### config.mk
export PLATFORM = sky130hd
export DESIGN_NAME = gdpr_top
export DESIGN_NICKNAME = d
export VERILOG_FILES = /design/src/hw/gdpr_pkg.sv /design/src/hw/gdpr_sync.sv /design/src/hw/gdpr_top.sv
export SDC_FILE = /design/constraint.sdc
export NUM_CORES = 1
export LEC_CHECK = 0
export ABC_CLOCK_PERIOD_IN_PS = 4700
export BUFFER_PORTS_ARGS = -buffer_cell sky130_fd_sc_hd__buf_4
export CAP_MARGIN = 20
export CORE_MARGIN = 2
export CORE_UTILIZATION = 55
export DETAILED_ROUTE_END_ITERATION = 8
export HOLD_SLACK_MARGIN = 0.15
export PLACE_DENSITY = 0.9
export SYNTH_ARGS = -nofsm -noshare
export SYNTH_HDL_FRONTEND = slang
export SYNTH_SLANG_ARGS = --single-unit
export TNS_END_PERCENT = 100
### constraint.sdc
create_clock -name clk -period 4.7 [get_ports clk]
set_input_delay 0.94 -clock clk [delete_from_list [all_inputs] [get_ports clk]]
set_output_delay 0.94 -clock clk [all_outputs]
set_load 0.01 [all_outputs]
### src/hw/gdpr_pkg.sv
package gdpr_pkg;
  // Register indices; byte address is four times the index
  localparam logic [7:0] IDX_P9_DIR = 8'hD0;
  localparam logic [7:0] IDX_PA_DIR = 8'hD1;
  localparam logic [7:0] IDX_P9_DATA = 8'hD2;
  localparam logic [7:0] IDX_PA_DATA = 8'hD3;
  localparam logic [7:0] IDX_PB_DIR = 8'hD4;
  localparam logic [7:0] IDX_PB_DATA = 8'hD6;
  localparam logic [7:0] IDX_P2_PULLUP = 8'hD8;
  localparam logic [7:0] IDX_P4_PULLUP = 8'hD9;
  localparam logic [7:0] IDX_P5_PULLUP = 8'hDA;
  localparam int ADDR_WIDTH = 10;
  localparam int P9_PINS = 6;
  localparam int P5_PINS = 4;
  localparam int PORT_PINS = 8;
  localparam int MODE_WIDTH = 3;
  // Reset values
  localparam logic [5:0] P9_RESET = 6'h00;
  localparam logic [7:0] PORT_RESET = 8'h00;
  localparam logic [3:0] P5_RESET = 4'h0;
  // Fixed read values of unused bits and write-only registers
  localparam logic [1:0] P9_UNUSED_READ = 2'h3;
  localparam logic [3:0] P5_UNUSED_READ = 4'hF;
  localparam logic [7:0] WO_READ = 8'hFF;
  // Modes in which port A bit 7 is held as output
  localparam logic [2:0] MODE_3 = 3'h3;
  localparam logic [2:0] MODE_4 = 3'h4;
  localparam logic [2:0] MODE_6 = 3'h6;
  localparam int PA_FIXED_BIT = 7;
  // Cycles after reset release before the mode strap is taken
  localparam logic [1:0] STRAP_DELAY = 2'h2;
endpackage : gdpr_pkg

### src/hw/gdpr_sync.sv
`timescale 1ns/1ps
module gdpr_sync #(
  parameter int WIDTH = 1
) (
  input wire logic clk, // System clock
  input wire logic rst_n, // Async reset, active low
  input wire logic [WIDTH-1:0] d, // Asynchronous input
  output logic [WIDTH-1:0] q // Synchronised output
);
  logic [WIDTH-1:0] meta_reg;
  logic [WIDTH-1:0] q_reg;

  always_ff @(posedge clk or negedge rst_n) begin
    if (!rst_n) begin
      meta_reg <= '0;
      q_reg <= '0;
    end else begin
      meta_reg <= d;
      q_reg <= meta_reg;
    end
  end

  assign q = q_reg;
endmodule : gdpr_sync

### src/hw/gdpr_top.sv
`timescale 1ns/1ps
// Functional notes
// - Direction 0 input, 1 output from data
// - Port 9 direction covers pins 5..0 only
// - Port 9 data bits 5..0, 7..6 read 1
// - Pull-up on when set, only for inputs
// - Port 2 pull-ups: eight RW bits, reset 0
module gdpr_top (
  input wire logic clk, // System clock, 200 MHz
  input wire logic rst_n, // Async reset, active low
  input wire logic hsel, // AHB slave select
  input wire logic [31:0] haddr, // AHB address
  input wire logic [1:0] htrans, // AHB transfer type
  input wire logic hwrite, // AHB write
  input wire logic [2:0] hsize, // AHB size, word only
  input wire logic [31:0] hwdata, // AHB write data
  input wire logic hready, // AHB bus ready
  output logic [31:0] hrdata, // AHB read data
  output logic hreadyout, // AHB slave ready
  output logic hresp, // AHB response, always OKAY
  input wire logic [2:0] mode_pins, // Operating mode strap
  input wire logic [5:0] port9_pin_in, // Port 9 pin levels
  output logic [5:0] port9_pin_out, // Port 9 pin drive value
  output logic [5:0] port9_pin_oe, // Port 9 pin drive enable
  input wire logic [7:0] porta_pin_in, // Port A pin levels
  output logic [7:0] porta_pin_out, // Port A pin drive value
  output logic [7:0] porta_pin_oe, // Port A pin drive enable
  input wire logic [7:0] portb_pin_in, // Port B pin levels
  output logic [7:0] portb_pin_out, // Port B pin drive value
  output logic [7:0] portb_pin_oe, // Port B pin drive enable
  input wire logic [7:0] port2_direction, // Port 2 direction bits
  input wire logic [7:0] port4_direction, // Port 4 direction bits
  input wire logic [3:0] port5_direction, // Port 5 direction bits
  output logic [7:0] port2_pullup_on, // Port 2 pull-up transistor on
  output logic [7:0] port4_pullup_on, // Port 4 pull-up transistor on
  output logic [3:0] port5_pullup_on // Port 5 pull-up transistor on
);
  localparam int SYNC_W = 6 + 8 + 8 + 3;

  logic [SYNC_W-1:0] sync_q;
  logic [5:0] p9_in_s;
  logic [7:0] pa_in_s;
  logic [7:0] pb_in_s;
  logic [2:0] mode_s;

  gdpr_sync #(.WIDTH(SYNC_W)) u_sync (
    .clk(clk),
    .rst_n(rst_n),
    .d({mode_pins, portb_pin_in, porta_pin_in, port9_pin_in}),
    .q(sync_q)
  );

  assign p9_in_s = sync_q[5:0];
  assign pa_in_s = sync_q[13:6];
  assign pb_in_s = sync_q[21:14];
  assign mode_s = sync_q[24:22];

  function automatic logic [7:0] idx_of(input logic [31:0] a);
    // Upper address bits must be zero for a hit
    idx_of = (a[31:gdpr_pkg::ADDR_WIDTH] == '0) ? a[9:2] : 8'h00;
  endfunction : idx_of

  // Input pins read their level, output pins the latched data
  function automatic logic [7:0] pin_view(input logic [7:0] dir, input logic [7:0] dat,
                                          input logic [7:0] pin);
    pin_view = (dir & dat) | (~dir & pin);
  endfunction : pin_view

  logic [5:0] p9_dir_reg, p9_dir_next;
  logic [5:0] p9_data_reg, p9_data_next;
  logic [7:0] pa_dir_reg, pa_dir_next;
  logic [7:0] pa_data_reg, pa_data_next;
  logic [7:0] pb_dir_reg, pb_dir_next;
  logic [7:0] pb_data_reg, pb_data_next;
  logic [7:0] p2_pu_reg, p2_pu_next;
  logic [7:0] p4_pu_reg, p4_pu_next;
  logic [3:0] p5_pu_reg, p5_pu_next;
  logic wr_pend_reg, wr_pend_next;
  logic [7:0] idx_reg, idx_next;
  logic [31:0] hrdata_reg, hrdata_next;
  logic mode_fixed_reg, mode_fixed_next;
  logic strap_done_reg, strap_done_next;
  logic [1:0] strap_cnt_reg, strap_cnt_next;
  logic [7:0] p2_on_reg, p2_on_next;
  logic [7:0] p4_on_reg, p4_on_next;
  logic [3:0] p5_on_reg, p5_on_next;
  logic take;
  logic [7:0] wd;
  logic [7:0] rd;
  logic fixed_now;

  assign take = hsel && htrans[1] && hready;
  assign wd = hwdata[7:0];

  always_comb begin
    p9_dir_next = p9_dir_reg;
    p9_data_next = p9_data_reg;
    pa_dir_next = pa_dir_reg;
    pa_data_next = pa_data_reg;
    pb_dir_next = pb_dir_reg;
    pb_data_next = pb_data_reg;
    p2_pu_next = p2_pu_reg;
    p4_pu_next = p4_pu_reg;
    p5_pu_next = p5_pu_reg;
    strap_cnt_next = strap_cnt_reg;
    strap_done_next = strap_done_reg;
    mode_fixed_next = mode_fixed_reg;
    fixed_now = 1'b0;
    // Strap is sampled once, after the synchroniser has settled
    if (!strap_done_reg) begin
      if (strap_cnt_reg == gdpr_pkg::STRAP_DELAY) begin
        strap_done_next = 1'b1;
        fixed_now = (mode_s == gdpr_pkg::MODE_3) || (mode_s == gdpr_pkg::MODE_4) ||
                    (mode_s == gdpr_pkg::MODE_6);
        mode_fixed_next = fixed_now;
      end else begin
        strap_cnt_next = strap_cnt_reg + 2'h1;
      end
    end
    if (wr_pend_reg) begin
      unique case (idx_reg)
        gdpr_pkg::IDX_P9_DIR: p9_dir_next = wd[5:0];
        gdpr_pkg::IDX_PA_DIR: pa_dir_next = wd;
        gdpr_pkg::IDX_P9_DATA: p9_data_next = wd[5:0];
        gdpr_pkg::IDX_PA_DATA: pa_data_next = wd;
        gdpr_pkg::IDX_PB_DIR: pb_dir_next = wd;
        gdpr_pkg::IDX_PB_DATA: pb_data_next = wd;
        gdpr_pkg::IDX_P2_PULLUP: p2_pu_next = wd;
        gdpr_pkg::IDX_P4_PULLUP: p4_pu_next = wd;
        gdpr_pkg::IDX_P5_PULLUP: p5_pu_next = wd[3:0];
        default: ;
      endcase
    end
    if (mode_fixed_next) begin
      pa_dir_next[gdpr_pkg::PA_FIXED_BIT] = 1'b1;
    end
  end

  // Read mux works on next values so a write just before a read is seen
  always_comb begin
    rd = 8'h00;
    unique case (idx_of(haddr))
      gdpr_pkg::IDX_P9_DIR, gdpr_pkg::IDX_PA_DIR, gdpr_pkg::IDX_PB_DIR: rd = gdpr_pkg::WO_READ;
      gdpr_pkg::IDX_P9_DATA: begin
        rd = pin_view({2'h0, p9_dir_next}, {2'h0, p9_data_next}, {2'h0, p9_in_s});
        rd[7:6] = gdpr_pkg::P9_UNUSED_READ;
      end
      gdpr_pkg::IDX_PA_DATA: rd = pin_view(pa_dir_next, pa_data_next, pa_in_s);
      gdpr_pkg::IDX_PB_DATA: rd = pin_view(pb_dir_next, pb_data_next, pb_in_s);
      gdpr_pkg::IDX_P2_PULLUP: rd = p2_pu_next;
      gdpr_pkg::IDX_P4_PULLUP: rd = p4_pu_next;
      gdpr_pkg::IDX_P5_PULLUP: rd = {gdpr_pkg::P5_UNUSED_READ, p5_pu_next};
      default: rd = 8'h00;
    endcase
  end

  always_comb begin
    wr_pend_next = take && hwrite;
    idx_next = take ? idx_of(haddr) : idx_reg;
    hrdata_next = (take && !hwrite) ? {24'h000000, rd} : 32'h00000000;
    // Pull-up only where the pin is an input
    p2_on_next = p2_pu_reg & ~port2_direction;
    p4_on_next = p4_pu_reg & ~port4_direction;
    p5_on_next = p5_pu_reg & ~port5_direction;
  end

  always_ff @(posedge clk or negedge rst_n) begin
    if (!rst_n) begin
      p9_dir_reg <= gdpr_pkg::P9_RESET;
      p9_data_reg <= gdpr_pkg::P9_RESET;
      pa_dir_reg <= gdpr_pkg::PORT_RESET;
      pa_data_reg <= gdpr_pkg::PORT_RESET;
      pb_dir_reg <= gdpr_pkg::PORT_RESET;
      pb_data_reg <= gdpr_pkg::PORT_RESET;
      p2_pu_reg <= gdpr_pkg::PORT_RESET;
      p4_pu_reg <= gdpr_pkg::PORT_RESET;
      p5_pu_reg <= gdpr_pkg::P5_RESET;
      wr_pend_reg <= 1'b0;
      idx_reg <= 8'h00;
      hrdata_reg <= 32'h00000000;
      mode_fixed_reg <= 1'b0;
      strap_done_reg <= 1'b0;
      strap_cnt_reg <= 2'h0;
      p2_on_reg <= 8'h00;
      p4_on_reg <= 8'h00;
      p5_on_reg <= 4'h0;
    end else begin
      p9_dir_reg <= p9_dir_next;
      p9_data_reg <= p9_data_next;
      pa_dir_reg <= pa_dir_next;
      pa_data_reg <= pa_data_next;
      pb_dir_reg <= pb_dir_next;
      pb_data_reg <= pb_data_next;
      p2_pu_reg <= p2_pu_next;
      p4_pu_reg <= p4_pu_next;
      p5_pu_reg <= p5_pu_next;
      wr_pend_reg <= wr_pend_next;
      idx_reg <= idx_next;
      hrdata_reg <= hrdata_next;
      mode_fixed_reg <= mode_fixed_next;
      strap_done_reg <= strap_done_next;
      strap_cnt_reg <= strap_cnt_next;
      p2_on_reg <= p2_on_next;
      p4_on_reg <= p4_on_next;
      p5_on_reg <= p5_on_next;
    end
  end

  // Zero-wait slave: every transfer completes in one data-phase cycle
  assign hreadyout = 1'b1;
  assign hresp = 1'b0;
  assign hrdata = hrdata_reg;
  assign port9_pin_oe = p9_dir_reg;
  assign port9_pin_out = p9_data_reg;
  assign porta_pin_oe = pa_dir_reg;
  assign porta_pin_out = pa_data_reg;
  assign portb_pin_oe = pb_dir_reg;
  assign portb_pin_out = pb_data_reg;
  assign port2_pullup_on = p2_on_reg;
  assign port4_pullup_on = p4_on_reg;
  assign port5_pullup_on = p5_on_reg;

  a_dir_write: assert property (@(posedge clk) disable iff (!rst_n)
    wr_pend_reg && idx_reg == gdpr_pkg::IDX_PB_DIR |=> portb_pin_oe == $past(hwdata[7:0]))
    else $error("port B direction write not applied");
  a_p9_dir_width: assert property (@(posedge clk) disable iff (!rst_n)
    wr_pend_reg && idx_reg == gdpr_pkg::IDX_P9_DIR |=> port9_pin_oe == $past(hwdata[5:0]))
    else $error("port 9 direction write wrong");
  a_p9_read_ones: assert property (@(posedge clk) disable iff (!rst_n)
    take && !hwrite && idx_of(haddr) == gdpr_pkg::IDX_P9_DATA |=> hrdata[7:6] == 2'h3)
    else $error("port 9 unused bits not read as one");
  a_pullup_gate: assert property (@(posedge clk) disable iff (!rst_n)
    ##1 port4_pullup_on == ($past(p4_pu_reg) & ~$past(port4_direction)))
    else $error("port 4 pull-up not gated by direction");
  a_p2_pullup_rw: assert property (@(posedge clk) disable iff (!rst_n)
    wr_pend_reg && idx_reg == gdpr_pkg::IDX_P2_PULLUP ##1 !port2_direction[0] && !wr_pend_reg
    |=> port2_pullup_on[0] == $past(hwdata[0], 2))
    else $error("port 2 pull-up write not effective");
  a_pa7_fixed: assert property (@(posedge clk) disable iff (!rst_n)
    mode_fixed_reg |-> porta_pin_oe[7] ##1 mode_fixed_reg)
    else $error("port A bit 7 not held as output");
endmodule : gdpr_top

==> results of run 1 <==
## where the power goes
group	switching [W]	internal (W)
combinational	0.0000844	0.0000688
clock	0.000559	0.000890
sequential	0.0000118	0.00136
total	0.000655	0.00232
## kinds of logic (layout without fill, tap and decap cells)
group / after synthesis / in the layout / share of synthesized area, %
flops: 155 / 155 / 57.50
simple gates: 154 / 154 / 14.12
compound gates: 102 / 102 / 10.50
mux: 75 / 75 / 12.45
buf+inv: 61 / 208 / 5.008
other cells: 2 / 26 / 0.1113
fa+ha+maj: 1 / 1 / 0.1855
xor+xnor: 1 / 1 / 0.1299
## synth_stat cells, types with 5 or more instances
cell type	count	area, um2
sky130_fd_sc_hd__a21oi_1	12	60.06
sky130_fd_sc_hd__a22oi_1	11	82.58
sky130_fd_sc_hd__a31o_2	5	43.79
sky130_fd_sc_hd__a31oi_1	6	37.54
sky130_fd_sc_hd__a32o_1	6	60.06
sky130_fd_sc_hd__a41oi_1	5	43.79
sky130_fd_sc_hd__buf_4	28	210.2
sky130_fd_sc_hd__clkbuf_1	19	71.32
sky130_fd_sc_hd__dfrtp_1	155	3879
sky130_fd_sc_hd__inv_1	10	37.54
sky130_fd_sc_hd__mux2_2	71	799.5
sky130_fd_sc_hd__nand2_1	34	127.6
sky130_fd_sc_hd__nand2b_1	13	81.33
sky130_fd_sc_hd__nand3_1	13	65.06
sky130_fd_sc_hd__nand3b_1	5	37.54
sky130_fd_sc_hd__nor2_1	16	60.06
sky130_fd_sc_hd__nor2b_1	25	156.4
sky130_fd_sc_hd__nor4_1	7	43.79
sky130_fd_sc_hd__o21ai_0	24	120.1
sky130_fd_sc_hd__o22ai_1	8	50.05
sky130_fd_sc_hd__or2_2	6	37.54
## layout make-up
type                            instances  area, um2  share of cell area, %
Clock buffer                           18      429.2                  4.991
Clock inverter                         13      192.7                  2.241
Inverter                               10      37.54                 0.4366
Multi-Input combinational cell        359       2619                  30.46
Sequential cell                       155       3879                  45.11
Tap cell                              147      183.9                  2.139
Timing Repair Buffer                  167       1257                  14.62
## worst reg2reg max path: cells and delay by family (launching register included)
kind / cells / cell delay, ns
AND/OR/NAND/NOR: 2 / 1.07
multiplexers: 2 / 0.72
AO/OA/AOI/OAI: 2 / 0.33
flip-flops: 1 / 0.32
buffers and inverters: 1 / 0.32
## per-stage QoR
| stage | cell area (um2) | setup WS, ns |
|---|---|---|
| 2_1_floorplan | 6835 | 2.163 |
| 3_3_place_gp | 7976 | 1.555 |
| 3_5_place_dp | 7976 | 1.511 |
| 4_1_cts | 8598 | 1.923 |
| 5_1_grt | 8598 | 1.736 |
| 6_report | 8598 | 1.810 |
## final timing paths
kind                                    startpoint                  to  slack (ns)  cells past startpoint
worst max-delay path                    idx_reg[1]           hrdata[7]        1.81                      7
worst min-delay path            u_sync.meta_reg[7]         u_sync.q[7]        0.35                      0
worst max register to register          idx_reg[1]           hrdata[7]        1.81                      7
worst min register to register  u_sync.meta_reg[7]         u_sync.q[7]        0.35                      0
max in group asynchronous                    rst_n        p4_pu_reg[2]        3.18                      2
min in group asynchronous                    rst_n  port2_pullup_on[4]        0.47                      1
## layer usage
layer	global-route usage [%]	wire length, um	up-vias
met1	32.57	6493	2519
met2	45.88	8902	253
met4	11.24	437	0
li1	-	-	2265
met3	6.747	1316	41
met5	0	0	-
==> results.md, run 1 <==
- Setup Fix Bufs, Post-CTS: 0
- Maximum cell stage delay along the critical path: 0.80 ns
- Number of diodes added for antenna fixing: 0
- Worst setup EP type: flop
- Netlist area before placement: 6745 um2
- Largest net degree at the start of global routing: 59
- Vias after detailed routing: 5078
- Share of synthesized flip-flops with an asynchronous set or reset: 100.0%
- Number of antenna violations at the first check in global routing: 0
- Average cell area after synthesis: 12.24 um2
- Commonest cells after routing, fill and taps aside: 166 x sky130_fd_sc_hd__buf_4, 155 x sky130_fd_sc_hd__dfrtp_1, 71 x sky130_fd_sc_hd__mux2_2
- Kind of start point of the critical path: flop
- Final hold vios: 0
- Synth Warn #: 0
- Starting density of the core: 56.16%
- Worst-Margin Slew: 0.9927 ns
- Total instance count after detailed placement: 838
- Hpwl dp: 12110 um
- Count of maximum capacitance violations: 0
- Sequential share of the synthesized area: 57.50%
- Number of pins exceeding their max-slew limit in the final report: 0
- Most frequent CP cell: sky130_fd_sc_hd__mux2_2
- CTS tree: yes
- Final setup violating endpoints: 0
- GRT Overall Usage: 26.79%
- Post-synth cell types: 61
- Number of buffers inserted for hold repair after clock tree synthesis: 0
- Core Footprint: 12010 um2
- Worst hold-check path type: flop to flop
- Max Fanout on Critical Path: 27
- Part of the cycle the worst path needs: 61.50%
- Average wire per cell in the routed design: 19.74 um
- Final period demand of the worst path: 2.890 ns
- Wire length of the first global-routing pass: 26390 um
- Hold WS: 0.3469 ns
- Maximum count of clock buffers along a single path: 2
- TritonCTS buffer count: 17
- CTS sink count: 155
- Instance count of the mapped netlist: 551
- Die extent in x: 114.7 um
- Number of instances resized during post-cts repair: 0
- Overall die height: 114.7 um
- Cell area power density: 345.9 nW/um2
- Top-Level Pins: 217
- Worst slew margin relative to its limit: 33.46%
- Worst skew pair latency: 0.43 ns
- Vias per inst: 5.843
- Worst VDD drop: 269.9 uV
- Count of flip-flops with a built-in enable after synthesis: 0
- Setup total negative slack: 0 ns
- Layout cell share with drive strength beyond 1: 40.44%
- CP max stage cell: sky130_fd_sc_hd__nor3_2
- Final weighted congestion in routability-driven placement: 0.9252
- Final wirelength: 17150 um
- DRC violation count after routing: 0
- Final instance count without filler cells: 869
- Detail Route Antenna Nets: 0
- Setup repair after global routing missed its margin: false
- Post-CTS clock slew at the launch and capture registers of the worst setup and hold paths: 0.06 ns
- Standard-cell row count: 40
- Outcome: finished, final reports clean
- Worst EP arrival: 3.18 ns
- Count of buffer and inverter cells on the critical path: 1
- Number of fill cells: 804
- Yosys reg bits: 155
- Kind of cell adding the most delay to the critical path: simple AND/OR/NAND/NOR gates
- Vias in the first global route: 5099
- Max H-tree Level: 4
- Leading register cell type out of synthesis: sky130_fd_sc_hd__dfrtp_1
- Worst clock skew: 0.006495 ns
- Cells traversed along the worst timing path: buf_4 > nand2b_1 > nor3_2 > mux2_2 > mux2_2 > a32oi_1 > o221ai_1
- Overall overflow remaining after global route: 0
- Number of optimization iterations in the first detailed-route pass: 5
- Post-Route Utilization: 71.58%
- Most common cell after layout, fill and taps aside: sky130_fd_sc_hd__buf_4
- Area grow syn2layout: 27.47%
- Critical path required time: 4.99 ns
- Clock Root Buffer: sky130_fd_sc_hd__clkbuf_16
- # nets final: 830
- Setup CP Type: flop to flop
- Die Area: 13170 um2
- Timing-limited maximum frequency: 346.0 MHz
- Static Leak: 4.075 nW
- Starting DRC count in detailed routing: 290
- Total Power: 0.002974 W
- IO buf count: 160
Power figures use the tool's default switching activity.
==> inputs of run 2 (changes only) <==
--- a/config.mk
+++ b/config.mk
@@ -5,14 +5,14 @@
 export SDC_FILE = /design/constraint.sdc
 export NUM_CORES = 1
 export LEC_CHECK = 0
-export ABC_CLOCK_PERIOD_IN_PS = 4700
+export ABC_CLOCK_PERIOD_IN_PS = 2850
 export BUFFER_PORTS_ARGS = -buffer_cell sky130_fd_sc_hd__buf_4
 export CAP_MARGIN = 20
 export CORE_MARGIN = 2
-export CORE_UTILIZATION = 55
+export CORE_UTILIZATION = 51
 export DETAILED_ROUTE_END_ITERATION = 8
 export HOLD_SLACK_MARGIN = 0.15
-export PLACE_DENSITY = 0.9
+export PLACE_DENSITY = 0.85
 export SYNTH_ARGS = -nofsm -noshare
 export SYNTH_HDL_FRONTEND = slang
 export SYNTH_SLANG_ARGS = --single-unit
==> constraint.sdc (replaced) <==
create_clock -name clk -period 2.85 [get_ports clk]
set_input_delay 0.57 -clock clk [delete_from_list [all_inputs] [get_ports clk]]
set_output_delay 0.57 -clock clk [all_outputs]
set_load 0.01 [all_outputs]
==> run 2 against run 1 <==
  * Maximum frequency grew 11%
  * Clock power increased by 57%
  * Via count down 0.59%
  * First-iteration DRC count grew 21%
  * Non-clock buffer count grew 11
  * Critical path type unchanged
==> results.md, run 2 (synthesis gave the netlist of run 1 again) <==
- Part of the cycle the worst path needs: 91.55% (+30 points)
- Worst skew pair latency: 0.43 ns (about the same)
- CTS tree: yes
- Worst clock skew: 0.007430 ns (+0.0009347 ns)
- Worst-Margin Slew: 0.6469 ns (-0.3458 ns)
- CTS sink count: 155 (unchanged)
- Die extent in x: 119.0 um (+3.7%)
- Area grow syn2layout: 29.12%
- Outcome: finished, final reports clean
- Final period demand of the worst path: 2.609 ns (-0.2813 ns)
- Detail Route Antenna Nets: 0 (unchanged)
- Setup total negative slack: 0 ns (unchanged)
- Largest net degree at the start of global routing: 65 (+10%)
- Worst hold-check path type: primary input to flop
- Worst VDD drop: 387.2 uV (+43%)
- Clock Root Buffer: sky130_fd_sc_hd__clkbuf_16
- Die Area: 14160 um2 (+7.6%)
- Most common cell after layout, fill and taps aside: sky130_fd_sc_hd__buf_4
- Vias in the first global route: 5195 (+1.9%)
- Hold Path Depth: 1 (+1)
- Worst setup EP type: flop
- Commonest cells after routing, fill and taps aside: 175 x sky130_fd_sc_hd__buf_4, 155 x sky130_fd_sc_hd__dfrtp_1, 71 x sky130_fd_sc_hd__mux2_2
- Static Leak: 4.122 nW (+1.1%)
- Hold worst-path end: u_sync.meta_reg[13]
- Core Footprint: 13090 um2 (+8.9%)
- Overall overflow remaining after global route: 0 (unchanged)
- Starting density of the core: 51.55% (-4.6 points)
- Overall die height: 119.0 um (+3.7%)
- DRC violation count after routing: 0 (unchanged)
- Worst r2r path cells: 7 (unchanged)
- Kind of start point of the critical path: flop
- Number of diodes added for antenna fixing: 0 (unchanged)
- GRT Overall Usage: 24.31% (-2.5 points)
- Maximum count of clock buffers along a single path: 2 (unchanged)
- Timing-limited maximum frequency: 383.3 MHz (+11%)
- Post-CTS clock slew at the launch and capture registers of the worst setup and hold paths: 0.06 ns (about the same)
- IO buf count: 160 (unchanged)
- Final weighted congestion in routability-driven placement: 0.8581 (-7.3%)
- Number of antenna violations at the first check in global routing: 0 (unchanged)
- Max H-tree Level: 4 (unchanged)
- Hpwl dp: 12250 um (+1.1%)
- Cell area power density: 551.7 nW/um2 (+59%)
- # nets final: 841 (+1.3%)
- Count of maximum capacitance violations: 0 (unchanged)
- Worst reg2reg setup slack: 0.24 ns (-1.57 ns)
- Worst slew margin relative to its limit: 56.77% (+23 points)
- Worst hold start: porta_pin_in[7]
- Top-Level Pins: 217 (unchanged)
- Layout cell share with drive strength beyond 1: 41.28% (+0.84 points)
- Number of optimization iterations in the first detailed-route pass: 5 (unchanged)
- Vias after detailed routing: 5048 (-0.59%)
- Final hold vios: 0 (unchanged)
- Average wire per cell in the routed design: 18.33 um (-7.1%)
- Worst reg2reg path startpoint: idx_reg[1]
- Starting DRC count in detailed routing: 352 (+21%)
- Setup repair after global routing missed its margin: false
- Hold WS: 0.2461 ns (-0.1008 ns)
- Standard-cell row count: 42 (+5.0%)
- Setup Fix Bufs, Post-CTS: 0 (unchanged)
- Wire length of the first global-routing pass: 26700 um (+1.2%)
- Number of pins exceeding their max-slew limit in the final report: 0 (unchanged)
- Critical path required time: 3.12 ns (-1.87 ns)
- Final wirelength: 16680 um (-2.7%)
- Worst EP arrival: 2.88 ns (-0.30 ns)
- Setup CP Type: flop to flop
- TritonCTS buffer count: 17 (unchanged)
- Max Fanout on Critical Path: 10 (-63%)
- Final setup violating endpoints: 0 (unchanged)
- Vias per inst: 5.547 (-5.1%)
- R2r endpoint: hrdata[1]
==> run 2: changes by cell type in the layout (fill, tap and decap cells not counted) <==
cell	delta
sky130_fd_sc_hd__buf_4	+9
sky130_fd_sc_hd__clkinv_2	+2
sky130_fd_sc_hd__clkinv_4	-2
sky130_fd_sc_hd__clkinvlp_4	+2
sky130_fd_sc_hd__buf_12	+1
sky130_fd_sc_hd__bufinv_16	-1
sky130_fd_sc_hd__dlygate4sd3_1	+1
==> run 2: worst max-delay path, stage by stage, from the launching register on <==
cell and delay (ns):
sky130_fd_sc_hd__dfrtp_1 0.69, sky130_fd_sc_hd__nand2b_1 0.29, sky130_fd_sc_hd__nor3_1 0.26, sky130_fd_sc_hd__buf_4 0.18, sky130_fd_sc_hd__mux2_2 0.35, sky130_fd_sc_hd__mux2_2 0.26
sky130_fd_sc_hd__a22oi_1 0.25, sky130_fd_sc_hd__a41oi_1 0.18
==> run 2: cell type report <==
cell class | count | area (um2)
clock buffer | 18 | 429.2
tap | 176 | 220.2
inverter | 10 | 37.54
timing repair buffer | 178 | 1355
sequential | 155 | 3879
clock inverter | 14 | 170.2
fill | 968 | 4375
multi-input combinational | 359 | 2619
==> run 2: report_power, final <==
| part | switching (W) | total [W] | internal, W | leakage, nW |
|---|---|---|---|---|
| Sequential | 0.0000194 | 0.00226 | 0.00224 | 2.00 |
| Combinational | 0.000140 | 0.000257 | 0.000117 | 1.84 |
| Clock | 0.000907 | 0.00228 | 0.00138 | 0.283 |
==> run 2: per-layer routing <==
metal  GRT usage [%]  vias to the layer above  share of wire (%)
met4           8.780                        0                1.7
met3           7.280                       27                7.3
met1           29.33                     2524                 40
met5               0                        -                  0
li1                -                     2282                  -
met2           41.38                      215                 51
==> run 2: per-stage QoR <==
step                total power, W  setup slack, ns  cell area, um2  util [%]  instances
global route              0.004965           0.1030            8710     66.56        910
global placement          0.002548           0.2257            8100     61.90        877
detailed placement        0.002558           0.1997            8100     61.90        877
floorplan                 0.002400           0.6827            6835         -        575
finish                    0.004805           0.2408            8710     66.56        910
CTS                       0.004843           0.2612            8710     66.56        910
==> run 2: repair_timing <==
item,CTS,global route
hold buffers,1,0
endpoints found under the hold margin,52,0
gates resized for setup,0,0
==> run 2: how the worst max path moves through the flow <==
| stage | startpoint | to | slack, ns | depth (start not counted) |
|---|---|---|---|---|
| finish | idx_reg[1] | hrdata[1] | 0.24 | 7 |
| global route | idx_reg[1] | hrdata[1] | 0.10 | 7 |
| CTS | idx_reg[5] | hrdata[3] | 0.26 | 6 |
| detailed placement | haddr[11] | hrdata[1] | 0.20 | 7 |
| global placement | haddr[11] | hrdata[1] | 0.23 | 7 |
| floorplan | haddr[14] | hrdata[0] | 0.68 | 6 |
==> inputs of run 3 (changes only) <==
--- a/config.mk
+++ b/config.mk
@@ -5,14 +5,14 @@
 export SDC_FILE = /design/constraint.sdc
 export NUM_CORES = 1
 export LEC_CHECK = 0
+export ABC_AREA = 1
 export ABC_CLOCK_PERIOD_IN_PS = 2850
 export BUFFER_PORTS_ARGS = -buffer_cell sky130_fd_sc_hd__buf_4
 export CAP_MARGIN = 20
 export CORE_MARGIN = 2
-export CORE_UTILIZATION = 51
+export CORE_UTILIZATION = 50
 export DETAILED_ROUTE_END_ITERATION = 8
-export HOLD_SLACK_MARGIN = 0.15
-export PLACE_DENSITY = 0.85
+export PLACE_DENSITY = 0.84
 export SYNTH_ARGS = -nofsm -noshare
 export SYNTH_HDL_FRONTEND = slang
 export SYNTH_SLANG_ARGS = --single-unit
==> run 3 against run 2 <==
  * Setup slack better by 0.36 ns
  * Design area down 3.8%
  * Flip-flop and latch count unchanged
  * Core utilization down 0.43 points
  * Area after synthesis fell by 3.3%
  * Maximum frequency rose by 16%
  * Sequential share of layout area grew 1.8 points
  * Clock power down 11%
  * Combinational power fell by 7%
  * Critical path depth grew 8
  * Critical path type unchanged
  * Highest routed layer unchanged
==> results.md, run 3 <==
- Cell area power density: 542.7 nW/um2 (-1.6%)
- Worst skew pair latency: 0.42 ns (about the same)
- Leading cell type by number of instances after synthesis: sky130_fd_sc_hd__nand2_1
- Average cell area after synthesis: 9.248 um2 (-24%)
- Die Area: 13970 um2 (-1.4%)
- Setup Fix Bufs, Post-CTS: 0 (unchanged)
- Detailed-routed wire length on met2: 7612 um (-11%)
- Worst setup EP type: flop
- Top-Level Pins: 217 (unchanged)
- CTS tree: yes
- # nets final: 1000 (+19%)
- Leading register cell type out of synthesis: sky130_fd_sc_hd__dfrtp_1
- Post-CTS clock slew at the launch and capture registers of the worst setup and hold paths: 0.06 ns (about the same)
- DRC violation count after routing: 0 (unchanged)
- Number of optimization iterations in the first detailed-route pass: 5 (unchanged)
- Worst-Margin Slew: 0.5820 ns (-0.06487 ns)
- Static Leak: 4.445 nW (+7.9%)
- Instance count of the mapped netlist: 705 (+28%)
- Clock Root Buffer: sky130_fd_sc_hd__clkbuf_16
- Yosys reg bits: 155 (unchanged)
- Setup repair after global routing missed its margin: false
- Number of antenna violations at the first check in global routing: 0 (unchanged)
- Worst hold-check path type: primary input to async pin
- Core Footprint: 12670 um2 (-3.2%)
- Worst reg2reg setup slack: 0.60 ns (+0.36 ns)
- IO buf count: 160 (unchanged)
- Vias per inst: 5.015 (-9.6%)
- Commonest cells after routing, fill and taps aside: 193 x sky130_fd_sc_hd__nand2_1, 167 x sky130_fd_sc_hd__buf_4, 155 x sky130_fd_sc_hd__dfrtp_1
- Starting DRC count in detailed routing: 440 (+25%)
- Final weighted congestion in routability-driven placement: 0.9194 (+7.1%)
- Kind of start point of the critical path: flop
- Number of diodes added for antenna fixing: 0 (unchanged)
- Vias after detailed routing: 5331 (+5.6%)
- Netlist area before placement: 6520 um2 (-3.3%)
- Met1 layer wirelength in the final routing: 6467 um (-2.8%)
- Largest net degree at the start of global routing: 66 (+1.5%)
- CTS sink count: 155 (unchanged)
- Ranking of synthesized cells by area: sky130_fd_sc_hd__dfrtp_1 59%, sky130_fd_sc_hd__nand2_1 11%, sky130_fd_sc_hd__nand3_1 5.8%
- Worst clock skew: 0.007585 ns (+0.0001550 ns)
- Starting density of the core: 51.46% (-0.093 points)
- Max Fanout on Critical Path: 14 (+4)
- Part of the cycle the worst path needs: 78.86% (-13 points)
- Count of maximum capacitance violations: 0 (unchanged)
- Most area-hungry cell type in the Yosys netlist: sky130_fd_sc_hd__dfrtp_1
- Worst slew margin relative to its limit: 61.20% (+4.4 points)
- Vias in the first global route: 5123 (-1.4%)
- Setup total negative slack: 0 ns (unchanged)
- Number of buffers inserted for hold repair after clock tree synthesis: 0 (-1)
- Share of synthesized flip-flops with an asynchronous set or reset: 100.0% (unchanged)
- Overall overflow remaining after global route: 0 (unchanged)
- Met3 Wirelength: 1277 um (+5.2%)
- Post-synth cell types: 31 (-49%)
- Proportion of netlist area held by the largest area contributor: 59.49% (+2.0 points)
- Number of pins exceeding their max-slew limit in the final report: 0 (unchanged)
- Setup CP Type: flop to flop
- GRT Overall Usage: 23.86% (-0.45 points)
- Critical path required time: 3.15 ns (+0.03 ns)
- Top post-synthesis cells by count: 193 x sky130_fd_sc_hd__nand2_1, 155 x sky130_fd_sc_hd__dfrtp_1, 76 x sky130_fd_sc_hd__nand3_1, 63 x sky130_fd_sc_hd__nor2_1, 54 x sky130_fd_sc_hd__inv_1
- Average wire per cell in the routed design: 14.93 um (-19%)
- Total Power: 0.004548 W (-5.4%)
- TritonCTS buffer count: 17 (unchanged)
- Maximum count of clock buffers along a single path: 2 (unchanged)
- Count of flip-flops with a built-in enable after synthesis: 0 (unchanged)
- Number of instances resized during post-cts repair: 0 (unchanged)
- Top Metal Used: met4
- Max H-tree Level: 4 (unchanged)
- Wire length of the first global-routing pass: 25620 um (-4.1%)
- Detail Route Antenna Nets: 0 (unchanged)
- Area grow syn2layout: 28.52%
- Worst r2r path cells: 15 (+8)
- Final period demand of the worst path: 2.248 ns (-0.3616 ns)
- Final wirelength: 15880 um (-4.8%)
- Worst reg2reg path startpoint: idx_reg[5]
- Layout cell share with drive strength beyond 1: 26.37% (-15 points)
- Synth Warn #: 0 (unchanged)
- R2r endpoint: hrdata[2]
- Die extent in x: 118.2 um (-0.68%)
- Overall die height: 118.2 um (-0.68%)
- Worst VDD drop: 629.0 uV (+62%)
- Final hold vios: 0 (unchanged)
- Final setup violating endpoints: 0 (unchanged)
- Hpwl dp: 11760 um (-4.0%)
- Outcome: finished, final reports clean
- Standard-cell row count: 41 (-2.4%)
- Worst EP arrival: 2.55 ns (-0.33 ns)
- Timing-limited maximum frequency: 444.9 MHz (+16%)
- Sequential share of the synthesized area: 59.49% (+2.0 points)
- Most common cell after layout, fill and taps aside: sky130_fd_sc_hd__nand2_1
## run 3: layout make-up
cell class	count	area, um2
Multi-Input combinational cell	475	2236
Sequential cell	155	3879
Inverter	62	232.7
Tap cell	172	215.2
Timing Repair Buffer	169	1285
Clock inverter	2	35.03
Clock buffer	28	496.7
Fill cell	1016	4292
## run 3: per-stage QoR
stage	cell area [um2]	setup WS [ns]	util, %	hold WS (ns)	cells
2_1_floorplan	6610	0.8281	-	0.2744	729
3_3_place_gp	7848	0.4767	61.93	0.3315	1033
3_5_place_dp	7848	0.4358	61.93	0.3347	1033
4_1_cts	8379	0.6523	66.13	0.1446	1063
5_1_grt	8379	0.3993	66.13	0.1731	1063
6_report	8379	0.6025	66.13	0.1169	1063
## run 3: worst max path at each step
stage | slack [ns] | cells after the start | to | startpoint
floorplan | 0.83 | 11 | hrdata[0] | haddr[11]
global placement | 0.48 | 13 | hrdata[0] | haddr[11]
detailed placement | 0.44 | 13 | hrdata[5] | haddr[11]
global route | 0.40 | 15 | hrdata[3] | idx_reg[5]
finish | 0.60 | 15 | hrdata[2] | idx_reg[5]
CTS | 0.65 | 15 | hrdata[2] | idx_reg[5]
## run 3: per-layer routing
| layer | track usage [%] | up-vias |
|---|---|---|
| met2 | 37.93 | 245 |
| met4 | 10.39 | 0 |
| met5 | 0 | - |
| met3 | 7.674 | 36 |
| li1 | - | 2567 |
| met1 | 30.03 | 2483 |
## run 3: worst max-delay path: stages (launching register included)
cell and delay (ns):
sky130_fd_sc_hd__dfrtp_1 0.36, sky130_fd_sc_hd__inv_1 0.06, sky130_fd_sc_hd__nand2_1 0.08, sky130_fd_sc_hd__nor2_4 0.26
sky130_fd_sc_hd__buf_4 0.26, sky130_fd_sc_hd__nand3_2 0.27, sky130_fd_sc_hd__nand2_1 0.13, sky130_fd_sc_hd__o21ai_1 0.09
sky130_fd_sc_hd__nand2_1 0.08, sky130_fd_sc_hd__nand2_1 0.07, sky130_fd_sc_hd__nand3_1 0.12, sky130_fd_sc_hd__nand2_1 0.07
sky130_fd_sc_hd__inv_1 0.06, sky130_fd_sc_hd__nand2_1 0.04, sky130_fd_sc_hd__nor2_1 0.14, sky130_fd_sc_hd__nor2_2 0.04
## run 3: cell families (layout without fill, tap and decap cells)
logic type               after synthesis  in the layout  synth area share, %
adder cells (fa/ha/maj)                1              1               0.1919
AND/OR/NAND/NOR                      394            394                28.34
AO/OA/AOI/OAI                         53             53                4.126
flip-flops                           155            155                59.49
other                                  2             26               0.1152
XOR/XNOR                               1              1               0.1344
buffers and inverters                 99            261                7.599
## run 3: where the power goes
part           internal (W)  switching, W  total (W)  leakage [nW]
Clock               0.00126      0.000784    0.00204         0.259
Sequential          0.00225     0.0000142    0.00227          1.68
Combinational      0.000109      0.000130   0.000239          2.51
